--- src/iol_defines.svh ---
`ifndef IOL_DEFINES_SVH
`define IOL_DEFINES_SVH

// Register offsets (byte addresses)
`define IOL_OFS_LINE_PICK 8'h00
`define IOL_OFS_LINE_CFG 8'h04
`define IOL_OFS_SINGLE_STATE 8'h08
`define IOL_OFS_ALL_LO 8'h0C
`define IOL_OFS_ALL_HI 8'h10
`define IOL_OFS_USER_OUT 8'h14
`define IOL_OFS_MOD_CFG 8'h18

// Line map by state-word bit
`define IOL_NLINES 40
`define IOL_DIFFERENTIAL_STYLE_LO 0
`define IOL_ISO_IN_LO 4
`define IOL_ISO_OUT_LO 12
`define IOL_TTL_LO 16
`define IOL_EXT_LO 20

// Reset values
`define IOL_RST_FILTER 3'h1
`define IOL_RST_SRC 5'h00

// Source pick encoding
`define IOL_SRC_USER_LO 5'h01
`define IOL_SRC_STROBE_LO 5'h09
`define IOL_SRC_TRIG_LO 5'h0D
`define IOL_SRC_LAST 5'h10

// Timing
`define IOL_CLK_PERIOD_PS 4000
`define IOL_TC0_NS 50
`define IOL_TC1_NS 100
`define IOL_TC2_NS 200
`define IOL_TC3_NS 500
`define IOL_TC4_NS 1000
`define IOL_ISO_TC0_NS 500
`define IOL_ISO_TC1_NS 1000
`define IOL_ISO_TC2_NS 2000
`define IOL_ISO_TC3_NS 5000
`define IOL_ISO_TC4_NS 10000
`define IOL_CYC(ns) (((ns) * 1000 + `IOL_CLK_PERIOD_PS - 1) / `IOL_CLK_PERIOD_PS)

`endif

--- src/iol_pkg.sv ---
package iol_pkg;

   typedef enum logic [1:0] {
      IOL_DIR_IN,
      IOL_DIR_OUT,
      IOL_DIR_SINK,
      IOL_DIR_SOURCE
   } iol_dir_t;

   typedef enum logic [1:0] {
      IOL_STYLE_SINGLE,
      IOL_STYLE_DIFFERENTIAL_STYLE,
      IOL_STYLE_ISO
   } iol_style_t;

   typedef enum logic [2:0] {
      IOL_FLT_LOWEST,
      IOL_FLT_LOW,
      IOL_FLT_MEDIUM,
      IOL_FLT_HIGH,
      IOL_FLT_HIGHEST
   } iol_flt_t;

   typedef struct packed {
      logic [4:0] src;
      iol_style_t style;
      iol_flt_t flt;
      logic inv;
      iol_dir_t dir;
   } iol_cfg_t;

   typedef struct packed {
      logic [7:0] addr;
      logic [31:0] wdata;
      logic wr;
      logic rd;
   } iol_bus_t;

endpackage

--- src/iol_line_ctrl.sv ---
//
// Functional notes
// - Each line owns a fixed state-word bit
// - Fixed lines report their fixed electrical style
// - Fixed-direction lines refuse other direction settings
// - Single-ended lines: input, push-pull, sink, source
// - Single-ended lines power up as undriven inputs
// - Sink/source settings keep input path readable
// - Extension style selectable; even lines single-ended
// - Extension lines: input or push-pull output
// - Extension style/direction change only in configuration
// - One polarity flip inverts both paths
// - Five filter levels, default second-lowest
// - Filter constants per line type table
// - Clean input delayed exactly one time constant; the filter rounds up to whole clock cycles, after two sync stages
// - Line pick then source pick per output
// - Mux: user bits, strobes, low; triggers single-ended
// - State after inverter, or output before inverter
// - Single-line state follows line pick
// - Two all-lines words return every state: low word lines 0-31, high word lines 32-39
// - Power-on: no flip, level low, undriven, off
// - Sink drives low only; source drives high only
//
// Local design decisions: the placing of the registers and the address-and-strobe port.
`timescale 1ns/1ps
`default_nettype none
`include "iol_defines.svh"

module iol_line_ctrl
   import iol_pkg::*;
(
   input wire logic clock,
   input wire logic nrst,
   input wire iol_bus_t bus,
   output logic [31:0] rdata,
   input wire logic [39:0] pin_in,
   output logic [39:0] pin_out,
   output logic [39:0] pin_oe,
   output logic [19:0] ext_differential_style,
   output logic [39:0] line_state,
   input wire logic [3:0] strobe_in,
   input wire logic [3:0] trigger_in
);

   // Reset asserts at once but leaves on the second edge
   logic rst_s1_reg;
   logic rst_n_reg;
   always_ff @(posedge clock or negedge nrst) begin
      if (!nrst) begin
         rst_s1_reg <= 1'b0;
         rst_n_reg <= 1'b0;
      end else begin
         rst_s1_reg <= 1'b1;
         rst_n_reg <= rst_s1_reg;
      end
   end

   // Two stages before any logic reads a pin
   logic [39:0] pin_s1_reg;
   logic [39:0] pin_s2_reg;
   always_ff @(posedge clock or negedge rst_n_reg) begin
      if (!rst_n_reg) begin
         pin_s1_reg <= 40'h00_0000_0000;
         pin_s2_reg <= 40'h00_0000_0000;
      end else begin
         pin_s1_reg <= pin_in;
         pin_s2_reg <= pin_s1_reg;
      end
   end

   // Register state shared by all lines
   logic [5:0] pick_reg;
   logic [7:0] user_out_reg;
   logic mod_cfg_reg;
   logic [31:0] rdata_reg;
   logic [39:0] state_w;
   iol_cfg_t cfg_w [40];

   // Address decode, one compare per register
   wire hit_pick = bus.addr == `IOL_OFS_LINE_PICK;
   wire hit_cfg = bus.addr == `IOL_OFS_LINE_CFG;
   wire hit_single = bus.addr == `IOL_OFS_SINGLE_STATE;
   wire hit_lo = bus.addr == `IOL_OFS_ALL_LO;
   wire hit_hi = bus.addr == `IOL_OFS_ALL_HI;
   wire hit_user = bus.addr == `IOL_OFS_USER_OUT;
   wire hit_mod = bus.addr == `IOL_OFS_MOD_CFG;

   // Config word, one per line, written to the picked line:
   // [1:0] direction and drive, [2] polarity flip,
   // [5:3] filter level, [7:6] electrical style,
   // [12:8] output source: 0 steady low, 1-8 user bits,
   // 9-12 strobes, 13-16 camera triggers.
   // Refused fields keep their old value, so one bad field
   // never disturbs the rest of the word.
   wire cfg_wr = bus.wr && hit_cfg;
   wire iol_cfg_t wcfg = iol_cfg_t'(bus.wdata[12:0]);
   wire pick_ok = pick_reg < 6'(`IOL_NLINES);
   wire [5:0] pick_idx = pick_ok ? pick_reg : 6'h00;
   wire iol_cfg_t pick_cfg = cfg_w[pick_idx];
   wire single_bit = pick_ok & state_w[pick_idx];

   // Combined source vector, index is the source pick value
   // Index 0 is the steady-low source
   wire [16:0] src_vec = {trigger_in, strobe_in, user_out_reg, 1'b0};

   // Read mux; unmapped offsets read zero
   logic [31:0] rd_next;
   always_comb begin
      if (hit_pick) begin
         rd_next = {26'h000_0000, pick_reg};
      end else if (hit_cfg) begin
         rd_next = pick_ok ? {19'h0_0000, pick_cfg} : 32'h0000_0000;
      end else if (hit_single) begin
         rd_next = {31'h0000_0000, single_bit};
      end else if (hit_lo) begin
         rd_next = state_w[31:0];
      end else if (hit_hi) begin
         rd_next = {24'h00_0000, state_w[39:32]};
      end else if (hit_user) begin
         rd_next = {24'h00_0000, user_out_reg};
      end else if (hit_mod) begin
         rd_next = {31'h0000_0000, mod_cfg_reg};
      end else begin
         rd_next = 32'h0000_0000;
      end
   end

   // Line pick, also steers config and single-line reads
   always_ff @(posedge clock or negedge rst_n_reg) begin
      if (!rst_n_reg) begin
         pick_reg <= 6'h00;
      end else if (bus.wr && hit_pick) begin
         pick_reg <= bus.wdata[5:0];
      end
   end

   // User output bits, selectable as output sources
   always_ff @(posedge clock or negedge rst_n_reg) begin
      if (!rst_n_reg) begin
         user_out_reg <= 8'h00;
      end else if (bus.wr && hit_user) begin
         user_out_reg <= bus.wdata[7:0];
      end
   end

   // Gate for extension style and direction changes
   always_ff @(posedge clock or negedge rst_n_reg) begin
      if (!rst_n_reg) begin
         mod_cfg_reg <= 1'b0;
      end else if (bus.wr && hit_mod) begin
         mod_cfg_reg <= bus.wdata[0];
      end
   end

   // Read data stands one cycle, then returns to zero
   always_ff @(posedge clock or negedge rst_n_reg) begin
      if (!rst_n_reg) begin
         rdata_reg <= 32'h0000_0000;
      end else begin
         rdata_reg <= bus.rd ? rd_next : 32'h0000_0000;
      end
   end

   assign rdata = rdata_reg;

   // Filter thresholds per level, in clock cycles; rounded up so no level undercuts its constant
   localparam logic [11:0] TC_STD [5] = '{
      12'(`IOL_CYC(`IOL_TC0_NS)),
      12'(`IOL_CYC(`IOL_TC1_NS)),
      12'(`IOL_CYC(`IOL_TC2_NS)),
      12'(`IOL_CYC(`IOL_TC3_NS)),
      12'(`IOL_CYC(`IOL_TC4_NS))
   };
   localparam logic [11:0] TC_ISO [5] = '{
      12'(`IOL_CYC(`IOL_ISO_TC0_NS)),
      12'(`IOL_CYC(`IOL_ISO_TC1_NS)),
      12'(`IOL_CYC(`IOL_ISO_TC2_NS)),
      12'(`IOL_CYC(`IOL_ISO_TC3_NS)),
      12'(`IOL_CYC(`IOL_ISO_TC4_NS))
   };

   // One control block per line, its kind fixed by position
   genvar gi;
   generate
      for (gi = 0; gi < `IOL_NLINES; gi++) begin : g_line
         // Line kind is fixed by its bit position
         localparam bit IS_DIFFERENTIAL_STYLE = gi < `IOL_ISO_IN_LO;
         localparam bit IS_ISO_IN = gi >= `IOL_ISO_IN_LO && gi < `IOL_ISO_OUT_LO;
         localparam bit IS_ISO_OUT = gi >= `IOL_ISO_OUT_LO && gi < `IOL_TTL_LO;
         localparam bit IS_TTL = gi >= `IOL_TTL_LO && gi < `IOL_EXT_LO;
         localparam bit IS_EXT = gi >= `IOL_EXT_LO;
         // Odd-numbered extension lines sit on even offsets
         localparam bit EXT_DIFFERENTIAL_STYLE_OK = IS_EXT && ((gi - `IOL_EXT_LO) % 2 == 0);
         // Isolated outputs have no other direction
         localparam iol_dir_t DIR_RST = IS_ISO_OUT ? IOL_DIR_OUT : IOL_DIR_IN;
         localparam iol_style_t STY_FIX = (IS_ISO_IN || IS_ISO_OUT) ? IOL_STYLE_ISO :
            IS_DIFFERENTIAL_STYLE ? IOL_STYLE_DIFFERENTIAL_STYLE :
            IOL_STYLE_SINGLE;

         // Settings
         iol_dir_t dir_reg;
         logic inv_reg;
         iol_flt_t flt_reg;
         iol_style_t sty_reg;
         logic [4:0] src_reg;

         // Input path
         logic filt_reg;
         logic [11:0] cnt_reg;

         // Output path and state
         logic out_reg;
         logic oe_reg;
         logic state_reg;

         wire sel = cfg_wr && pick_reg == 6'(gi);
         wire ext_open = IS_EXT && mod_cfg_reg;

         // Directions each line kind will take
         wire dir_ok_ttl = 1'b1;
         wire dir_ok_iso_out = wcfg.dir == IOL_DIR_OUT;
         wire dir_ok_ext = ext_open && (wcfg.dir == IOL_DIR_IN || wcfg.dir == IOL_DIR_OUT);
         wire dir_ok_in = wcfg.dir == IOL_DIR_IN;
         wire dir_ok = IS_TTL ? dir_ok_ttl :
            IS_ISO_OUT ? dir_ok_iso_out :
            IS_EXT ? dir_ok_ext :
            dir_ok_in;

         wire sty_single = wcfg.style == IOL_STYLE_SINGLE;
         wire sty_differential_style = wcfg.style == IOL_STYLE_DIFFERENTIAL_STYLE && EXT_DIFFERENTIAL_STYLE_OK;
         wire sty_ok = ext_open && (sty_single || sty_differential_style);
         wire flt_ok = wcfg.flt <= IOL_FLT_HIGHEST;

         wire trig_src = wcfg.src >= `IOL_SRC_TRIG_LO;
         wire src_room = wcfg.src <= `IOL_SRC_LAST;
         wire src_dest = IS_TTL || !trig_src;
         wire src_ok = !(IS_DIFFERENTIAL_STYLE || IS_ISO_IN) && src_room && src_dest;

         // Direction: a refused value keeps the old setting
         always_ff @(posedge clock or negedge rst_n_reg) begin
            if (!rst_n_reg) begin
               dir_reg <= DIR_RST;
            end else if (sel && dir_ok) begin
               dir_reg <= wcfg.dir;
            end
         end

         always_ff @(posedge clock or negedge rst_n_reg) begin
            if (!rst_n_reg) begin
               inv_reg <= 1'b0;
            end else if (sel) begin
               inv_reg <= wcfg.inv;
            end
         end

         always_ff @(posedge clock or negedge rst_n_reg) begin
            if (!rst_n_reg) begin
               flt_reg <= iol_flt_t'(`IOL_RST_FILTER);
            end else if (sel && flt_ok) begin
               flt_reg <= wcfg.flt;
            end
         end

         // Style is only held by extension lines; others report a fixed one
         always_ff @(posedge clock or negedge rst_n_reg) begin
            if (!rst_n_reg) begin
               sty_reg <= IOL_STYLE_SINGLE;
            end else if (sel && sty_ok) begin
               sty_reg <= wcfg.style;
            end
         end

         always_ff @(posedge clock or negedge rst_n_reg) begin
            if (!rst_n_reg) begin
               src_reg <= `IOL_RST_SRC;
            end else if (sel && src_ok) begin
               src_reg <= wcfg.src;
            end
         end

         // Input path: inverter then glitch filter
         wire raw = pin_s2_reg[gi] ^ inv_reg;
         wire [11:0] thr = IS_ISO_IN ? TC_ISO[flt_reg] : TC_STD[flt_reg];
         // Flip lands on the Nth mismatching cycle; a return to the held level restarts the count
         wire done = cnt_reg + 12'h001 >= thr;

         always_ff @(posedge clock or negedge rst_n_reg) begin
            if (!rst_n_reg) begin
               filt_reg <= 1'b0;
               cnt_reg <= 12'h000;
            end else if (raw == filt_reg) begin
               cnt_reg <= 12'h000;
            end else if (done) begin
               filt_reg <= raw;
               cnt_reg <= 12'h000;
            end else begin
               cnt_reg <= cnt_reg + 12'h001;
            end
         end

         // Output path: source mux, inverter, driver mode
         wire logic_out = src_vec[src_reg];
         wire lvl = logic_out ^ inv_reg;
         logic drv_out;
         logic drv_oe;
         always_comb begin
            drv_out = lvl;
            drv_oe = 1'b0;
            if (IS_ISO_OUT) begin
               // Always enabled; a low level leaves the switch off
               drv_oe = 1'b1;
            end else if (IS_TTL) begin
               case (dir_reg)
                  IOL_DIR_OUT: drv_oe = 1'b1;
                  IOL_DIR_SINK: begin
                     drv_out = 1'b0;
                     drv_oe = !lvl;
                  end
                  IOL_DIR_SOURCE: begin
                     drv_out = 1'b1;
                     drv_oe = lvl;
                  end
                  default: drv_oe = 1'b0;
               endcase
            end else if (IS_EXT) begin
               case (dir_reg)
                  IOL_DIR_OUT: drv_oe = 1'b1;
                  default: drv_oe = 1'b0;
               endcase
            end
         end

         always_ff @(posedge clock or negedge rst_n_reg) begin
            if (!rst_n_reg) begin
               out_reg <= 1'b0;
               oe_reg <= 1'b0;
            end else begin
               out_reg <= drv_out;
               oe_reg <= drv_oe;
            end
         end

         // Wired lines read back the pin, not the driver
         always_ff @(posedge clock or negedge rst_n_reg) begin
            if (!rst_n_reg) begin
               state_reg <= 1'b0;
            end else begin
               state_reg <= state_w[gi];
            end
         end

         // Per-line outputs and the picked-line view
         assign pin_out[gi] = out_reg;
         assign pin_oe[gi] = oe_reg;
         // Reads use the unregistered state, matching line_state one cycle later
         assign state_w[gi] = IS_ISO_OUT ? logic_out : filt_reg;
         assign line_state[gi] = state_reg;
         // Fixed lines report their built-in style
         assign cfg_w[gi] = '{src: src_reg,
            style: IS_EXT ? sty_reg : STY_FIX,
            flt: flt_reg, inv: inv_reg, dir: dir_reg};
         if (IS_EXT) begin : g_ext
            // Bit 0 of the style marks differential, so the pin comes straight off a flop
            assign ext_differential_style[gi - `IOL_EXT_LO] = sty_reg[0];
         end
      end
   endgenerate

endmodule // iol_line_ctrl

`default_nettype wire

--- config.mk ---
export PLATFORM = sky130hd
export DESIGN_NAME = iol_line_ctrl
export DESIGN_NICKNAME = d
export VERILOG_FILES = /design/src/iol_pkg.sv /design/src/iol_line_ctrl.sv
export VERILOG_INCLUDE_DIRS = /design/src
export SDC_FILE = /design/constraint.sdc
export NUM_CORES = 2
export LEC_CHECK = 0
export BUFFER_PORTS_ARGS = -buffer_cell sky130_fd_sc_hd__buf_2
export CAP_MARGIN = 0
export CORE_MARGIN = 4
export CORE_UTILIZATION = 45
export DETAILED_ROUTE_END_ITERATION = 10
export GPL_ROUTABILITY_DRIVEN = 0
export GPL_TIMING_DRIVEN = 1
export PLACE_DENSITY_LB_ADDON = 0.2
export RECOVER_POWER = 50
export SKIP_CTS_REPAIR_TIMING = 1
export SLEW_MARGIN = 15
export SYNTH_ARGS = -nofsm -noshare
export SYNTH_HDL_FRONTEND = slang
export SYNTH_SLANG_ARGS = --single-unit
--- constraint.sdc ---
create_clock -name clock -period 93.2 [get_ports clock]
set_input_delay 9.32 -clock clock [delete_from_list [all_inputs] [get_ports clock]]
set_output_delay 9.32 -clock clock [all_outputs]
set_load 0.02 [all_outputs]
After elaboration in Yosys (flattened, before gate mapping)
Memories as Yosys holds them, arrays and structs flattened. Index checks and enable logic that the tools add are counted.

Register bits after elaboration: 1122. Memory bits (read-only): 3456. Input port bits: 92. Word-level logic and storage cells: 1246. Memories kept: 36.

Memory list: (name not given) (words 8, width 12, read ports 1, clocked after Yosys merged registers in 0, wr ports 0, line iol_line_ctrl.sv:283) `wire [11:0] thr = IS_ISO_IN ? TC_ISO[flt_reg] : TC_STD[flt_reg];`; (name not given) (words 8, width 12, read ports 1, clocked after Yosys merged registers in 0, wr ports 0, line iol_line_ctrl.sv:283); (name not given) (words 8, width 12, read ports 1, clocked after Yosys merged registers in 0, wr ports 0, line iol_line_ctrl.sv:283); (name not given) (words 8, width 12, read ports 1, clocked after Yosys merged registers in 0, wr ports 0, line iol_line_ctrl.sv:283); (name not given) (words 8, width 12, read ports 1, clocked after Yosys merged registers in 0, wr ports 0, line iol_line_ctrl.sv:283); (name not given) (words 8, width 12, read ports 1, clocked after Yosys merged registers in 0, wr ports 0, line iol_line_ctrl.sv:283); 30 more memories.

$add $sub $neg: 36. Magnitude comparators: 106. Equal/unequal tests: 115. Multiplexer cells: 243. Bitwise gates (word level): 138. Reduce and logical (&&, ||, !) cells: 219.

Operators with widths (count): $mux W12 (144); $add A12 B1 Y12 const B (36); $ge A12 B12 Y1 (36); $mux W32 (7); $logic_and A1 B1 Y1 (172); $lt A5 B6 Y1 const B (28); $ge A4 B4 Y1 const B (36); $not A3 Y4 (36); $bmux W1 S5 (28); $eq A6 B5 Y1 const B (16); $bmux W13 S6 (1); $reduce_and A2 Y1 (36); $xor A1 B1 Y1 (64); $eq A2 B1 Y1 const B (26); $mux W1 (50); $eq A6 B4 Y1 const B (8); $eq A6 B6 Y1 const B (8); $mux W13 (3); $eq A1 B1 Y1 (36); $not A1 Y1 (36); $eq A6 B3 Y1 const B (4); $eq A8 B5 Y1 const B (3); $eq A2 B2 Y1 const B (8); $eq A8 B4 Y1 const B (2); other kinds (20) (33).

Depth between registers and ports, before layout
Depth after elaboration: 10. Gate-level depth with buffers: 12. Depth with buffers taken out: 12.

Worst setup path before layout
Ideal clock, no wire load.

Path type: input -> register. Start: input bus[39] in the netlist's numbering. End: register g_line[30].src_reg[0]. Library setup time: 125 ps. Arrival time: 11114 ps. Data required time: 93075 ps. Setup slack: 81961 ps. Stages on the path: 9. Path buffers: 1. Cell sequence: nor3_2 nand2b_1 nor3_2 buf_4 nand3_4 nor2_4 nand2_1 nor2_1 mux2_2.

Cells in the longest elaborated chain, start to end: 4.

RTL lines: from (decl) (line iol_line_ctrl.sv:34) `input wire iol_bus_t bus,`; $eq A8 B3 Y1 (no source line); $logic_and A1 B1 Y1 (line iol_line_ctrl.sv:95) `wire cfg_wr = bus.wr && hit_cfg;`; $logic_and A1 B1 Y1 (line iol_line_ctrl.sv:216) `wire sel = cfg_wr && pick_reg == 6'(gi);`; $logic_and A1 B1 Y1 (line iol_line_ctrl.sv:276) `end else if (sel && src_ok) begin`; to (signal assigned) (line iol_line_ctrl.sv:275) `` src_reg <= `IOL_RST_SRC; ``; to (signal assigned) (line iol_line_ctrl.sv:277) `src_reg <= wcfg.src;`; to (decl) (line iol_line_ctrl.sv:205) `logic [4:0] src_reg;`.

No other way between the ends. A chain may end at the register's enable or synchronous reset.

Worst setup path after layout
Start: input bus[39] in the netlist's numbering. End: register g_line[35].src_reg[2].

Cells in the longest elaborated chain, start to end: 4.

RTL lines (line): $eq A8 B3 Y1 (no source line); $logic_and A1 B1 Y1 (iol_line_ctrl.sv:95); $logic_and A1 B1 Y1 (iol_line_ctrl.sv:216); $logic_and A1 B1 Y1 (iol_line_ctrl.sv:276); to (signal assigned) (iol_line_ctrl.sv:275); to (signal assigned) (iol_line_ctrl.sv:277); to (decl) (iol_line_ctrl.sv:205).

No other way between the ends.

==> reports/results.ini <==
[setup_path]
crit_fanout=21
rr_endpoint=g_line[10].cnt_reg[7]
end_kind=flop
crit_arrival_ps=12880
cp.required_ps=93840
crit_start=bus[39]
crit_type=in -> reg
reg2regPathDepth=3
reg2reg_from=rst_n_reg
reg2reg_slack_ps=82570
critPathLaunchType=input pin

[clock_network]
cts.clk_slew.worst_paths_ps=60
cts_sinks=1114
cts_root_buf=clkbuf_16
cts_tree=done
insertion_delay_ps=780
h-tree-depth=4
clk_path_buf_depth=3
cts_buffers=130

[route]
drt-pass1-iter-count=8
drc=0
drt_iter0_markers=3561
vias=44700
antenna_left=0
vias_per_cell=5.71
drt-total-wl_mm=183
routedWlPerCell_um=23.4

[global_routing]
grt_pass1_vias=44700
antenna_found_initial=24
grt_usage_pct=25.6
grt_pass1_wl_mm=276
grt_overflow=0
grt_max_degree=79

[yosys]
ys_async_sr_fraction_pct=100
synthTopCellsByArea=dfrtp_1 (43%), ha_1 (8.6%), mux2_2 (5.6%)
synth_seq_area_share_pct=45.2
synth.cell_area_mm2=0.0618
syn_inst=5779
post-synth-top-count-cell=dfrtp_1
synth_top_area_share_pct=43.3
synthTopCellsByCount=dfrtp_1 (1070), nor2_1 (487), nand2_1 (461)
ys_warn_count=0
synth_area_per_cell_um2=10.7
ys_ff_latch=1114
ys_types=82
yosys.area.top_type=dfrtp_1
synth_ff_type=dfrtp_1
synth_edf_count=0

[finish]
final_area_mm2=0.0685
seqCellArea_mm2=0.0279
final_layout_size_suffix_gt1_share_pct=17.1
final_nets=6437
area_growth_pct=10.8
multi_input_comb_area_mm2=0.0315
largest_reg_flops=432
fillCellCount=12300

[min_path]
hold_class=reg -> reg
min_from=pin_s1_reg[38]
min_path_cells=0
holdPathEnd=pin_s2_reg[38]

[pwr]
power_mw=1.10
p_sw_share_pct=24.4
p_int_uw=830
powerDensity_mw_per_mm2=16.0
p_switching_uw=268
power_frac_comb_pct=5.6
power_frac_clock_pct=48.7
total_leakage_power_nw=32.6
share_seq_of_total_power_pct=45.6
ir_worst_vdd_v=0.0000155

[sta]
finalSetupViolations=0
fin_crit_ps=12240
relSlewSlack_pct=-165
setup_tns_ps=0
fmax_mhz=81.7
period_share_pct=13.1
worstMarginPinSlew_ps=3970
finalHoldViolations=0
drv_slew=768
skew_ps=33.2
rsz0062_at_grt=no

[die]
die-area_mm2=0.143
start_util_pct=45.5
die_w_um=379
coreArea_mm2=0.136
fp-row-count=135
pin_count=264
die_h_um=379

[placement]
placed_cell_area_mm2=0.0640
dp_hpwl_mm=129
port-buffer-count=228

[run]
max-cap-violations=12

[status]
violations=capacitance limit, slew limit
outcome=finished, violations left

## layout make-up
class,count,share of cell area [%]
repair buffers,295,2.28
multi-input cells,4203,46.1
flip-flops and latches,1114,40.8
clock inverters,59,1.13
inverters,177,0.970
well taps,1781,3.25
clock buffers,179,5.45
diodes,14,0.0512
## through the flow
stage	setup WS [ps]	util, %	hold WS, ps	std cells
after CTS	81140	50.4	347	7808
after global routing	80650	50.3	348	7811
after detailed placement	80330	47.1	335	7570
after floorplan	59930	-	331	5903
after global placement	80360	47.1	334	7570
final	80960	50.4	343	7822
## worst max path at each step
stage                            endpoint  slack, ps
floorplan            g_line[0].cnt_reg[0]      59930
global placement    g_line[36].src_reg[2]      80360
detailed placement  g_line[36].src_reg[3]      80330
CTS                 g_line[36].src_reg[3]      81140
global route        g_line[24].sty_reg[0]      80650
finish              g_line[35].src_reg[2]      80960
## cell families after synthesis
family | Yosys count | synth area share, %
buffers and inverters | 586 | 4.61
AND/OR/NAND/NOR | 1884 | 14.8
adder cells (fa/ha/maj) | 424 | 8.58
other | 2 | 0.0121
multiplexers | 528 | 11.8
AO/OA/AOI/OAI | 852 | 9.45
XOR/XNOR | 389 | 5.51
flip-flops | 1114 | 45.2
## power by group through the flow
| stage | registers [mW] | logic, mW | clock network (mW) |
|---|---|---|---|
| 6_report | 0.501 | 0.0618 | 0.535 |
| 5_1_grt | 0.501 | 0.0668 | 0.569 |
| 4_1_cts | 0.501 | 0.0613 | 0.548 |
| 3_5_place_dp | 0.510 | 0.0611 | 0 |
| 3_3_place_gp | 0.509 | 0.0603 | 0 |
| 2_1_floorplan | 0.512 | 0.0358 | 0 |
## worst max-delay path, stage by stage
cell and delay [ps]:
buf_2 110, nor3_2 350, nand2b_1 170, nor3_2 170
buf_4 320, nand2_1 240, nor3b_4 420, nand3_1 840
nor2_2 530, mux2_2 380
## layer usage
metal,share of wire (%),track usage [%],vias to the layer above
li1,-,-,20300
met1,40,32.0,22100
met2,45,39.9,1697
met3,8.8,7.40,569
met4,6.3,14.4,8
met5,0.024,0,-
## cell usage in the layout, fill, tap and decap left out, types with 37 or more instances in the layout
cell,instances
dfrtp_1,1066
nor2_1,485
nand2_1,459
ha_1,424
nor2b_1,375
mux2_2,310
buf_2,228
xor2_1,211
nand3_1,201
a21oi_1,180
xnor2_1,178
inv_1,175
clkbuf_16,133
a21o_1,131
mux4_2,130
conb_1,126
o21ai_0,105
mux2i_1,88
a31oi_1,69
and3_1,59
nor3_1,54
nand2b_1,51
or2_2,50
clkbuf_1,45
buf_4,45
a211oi_1,41
nor4_1,38
a21boi_0,37
(Power assumes the default switching activity.)
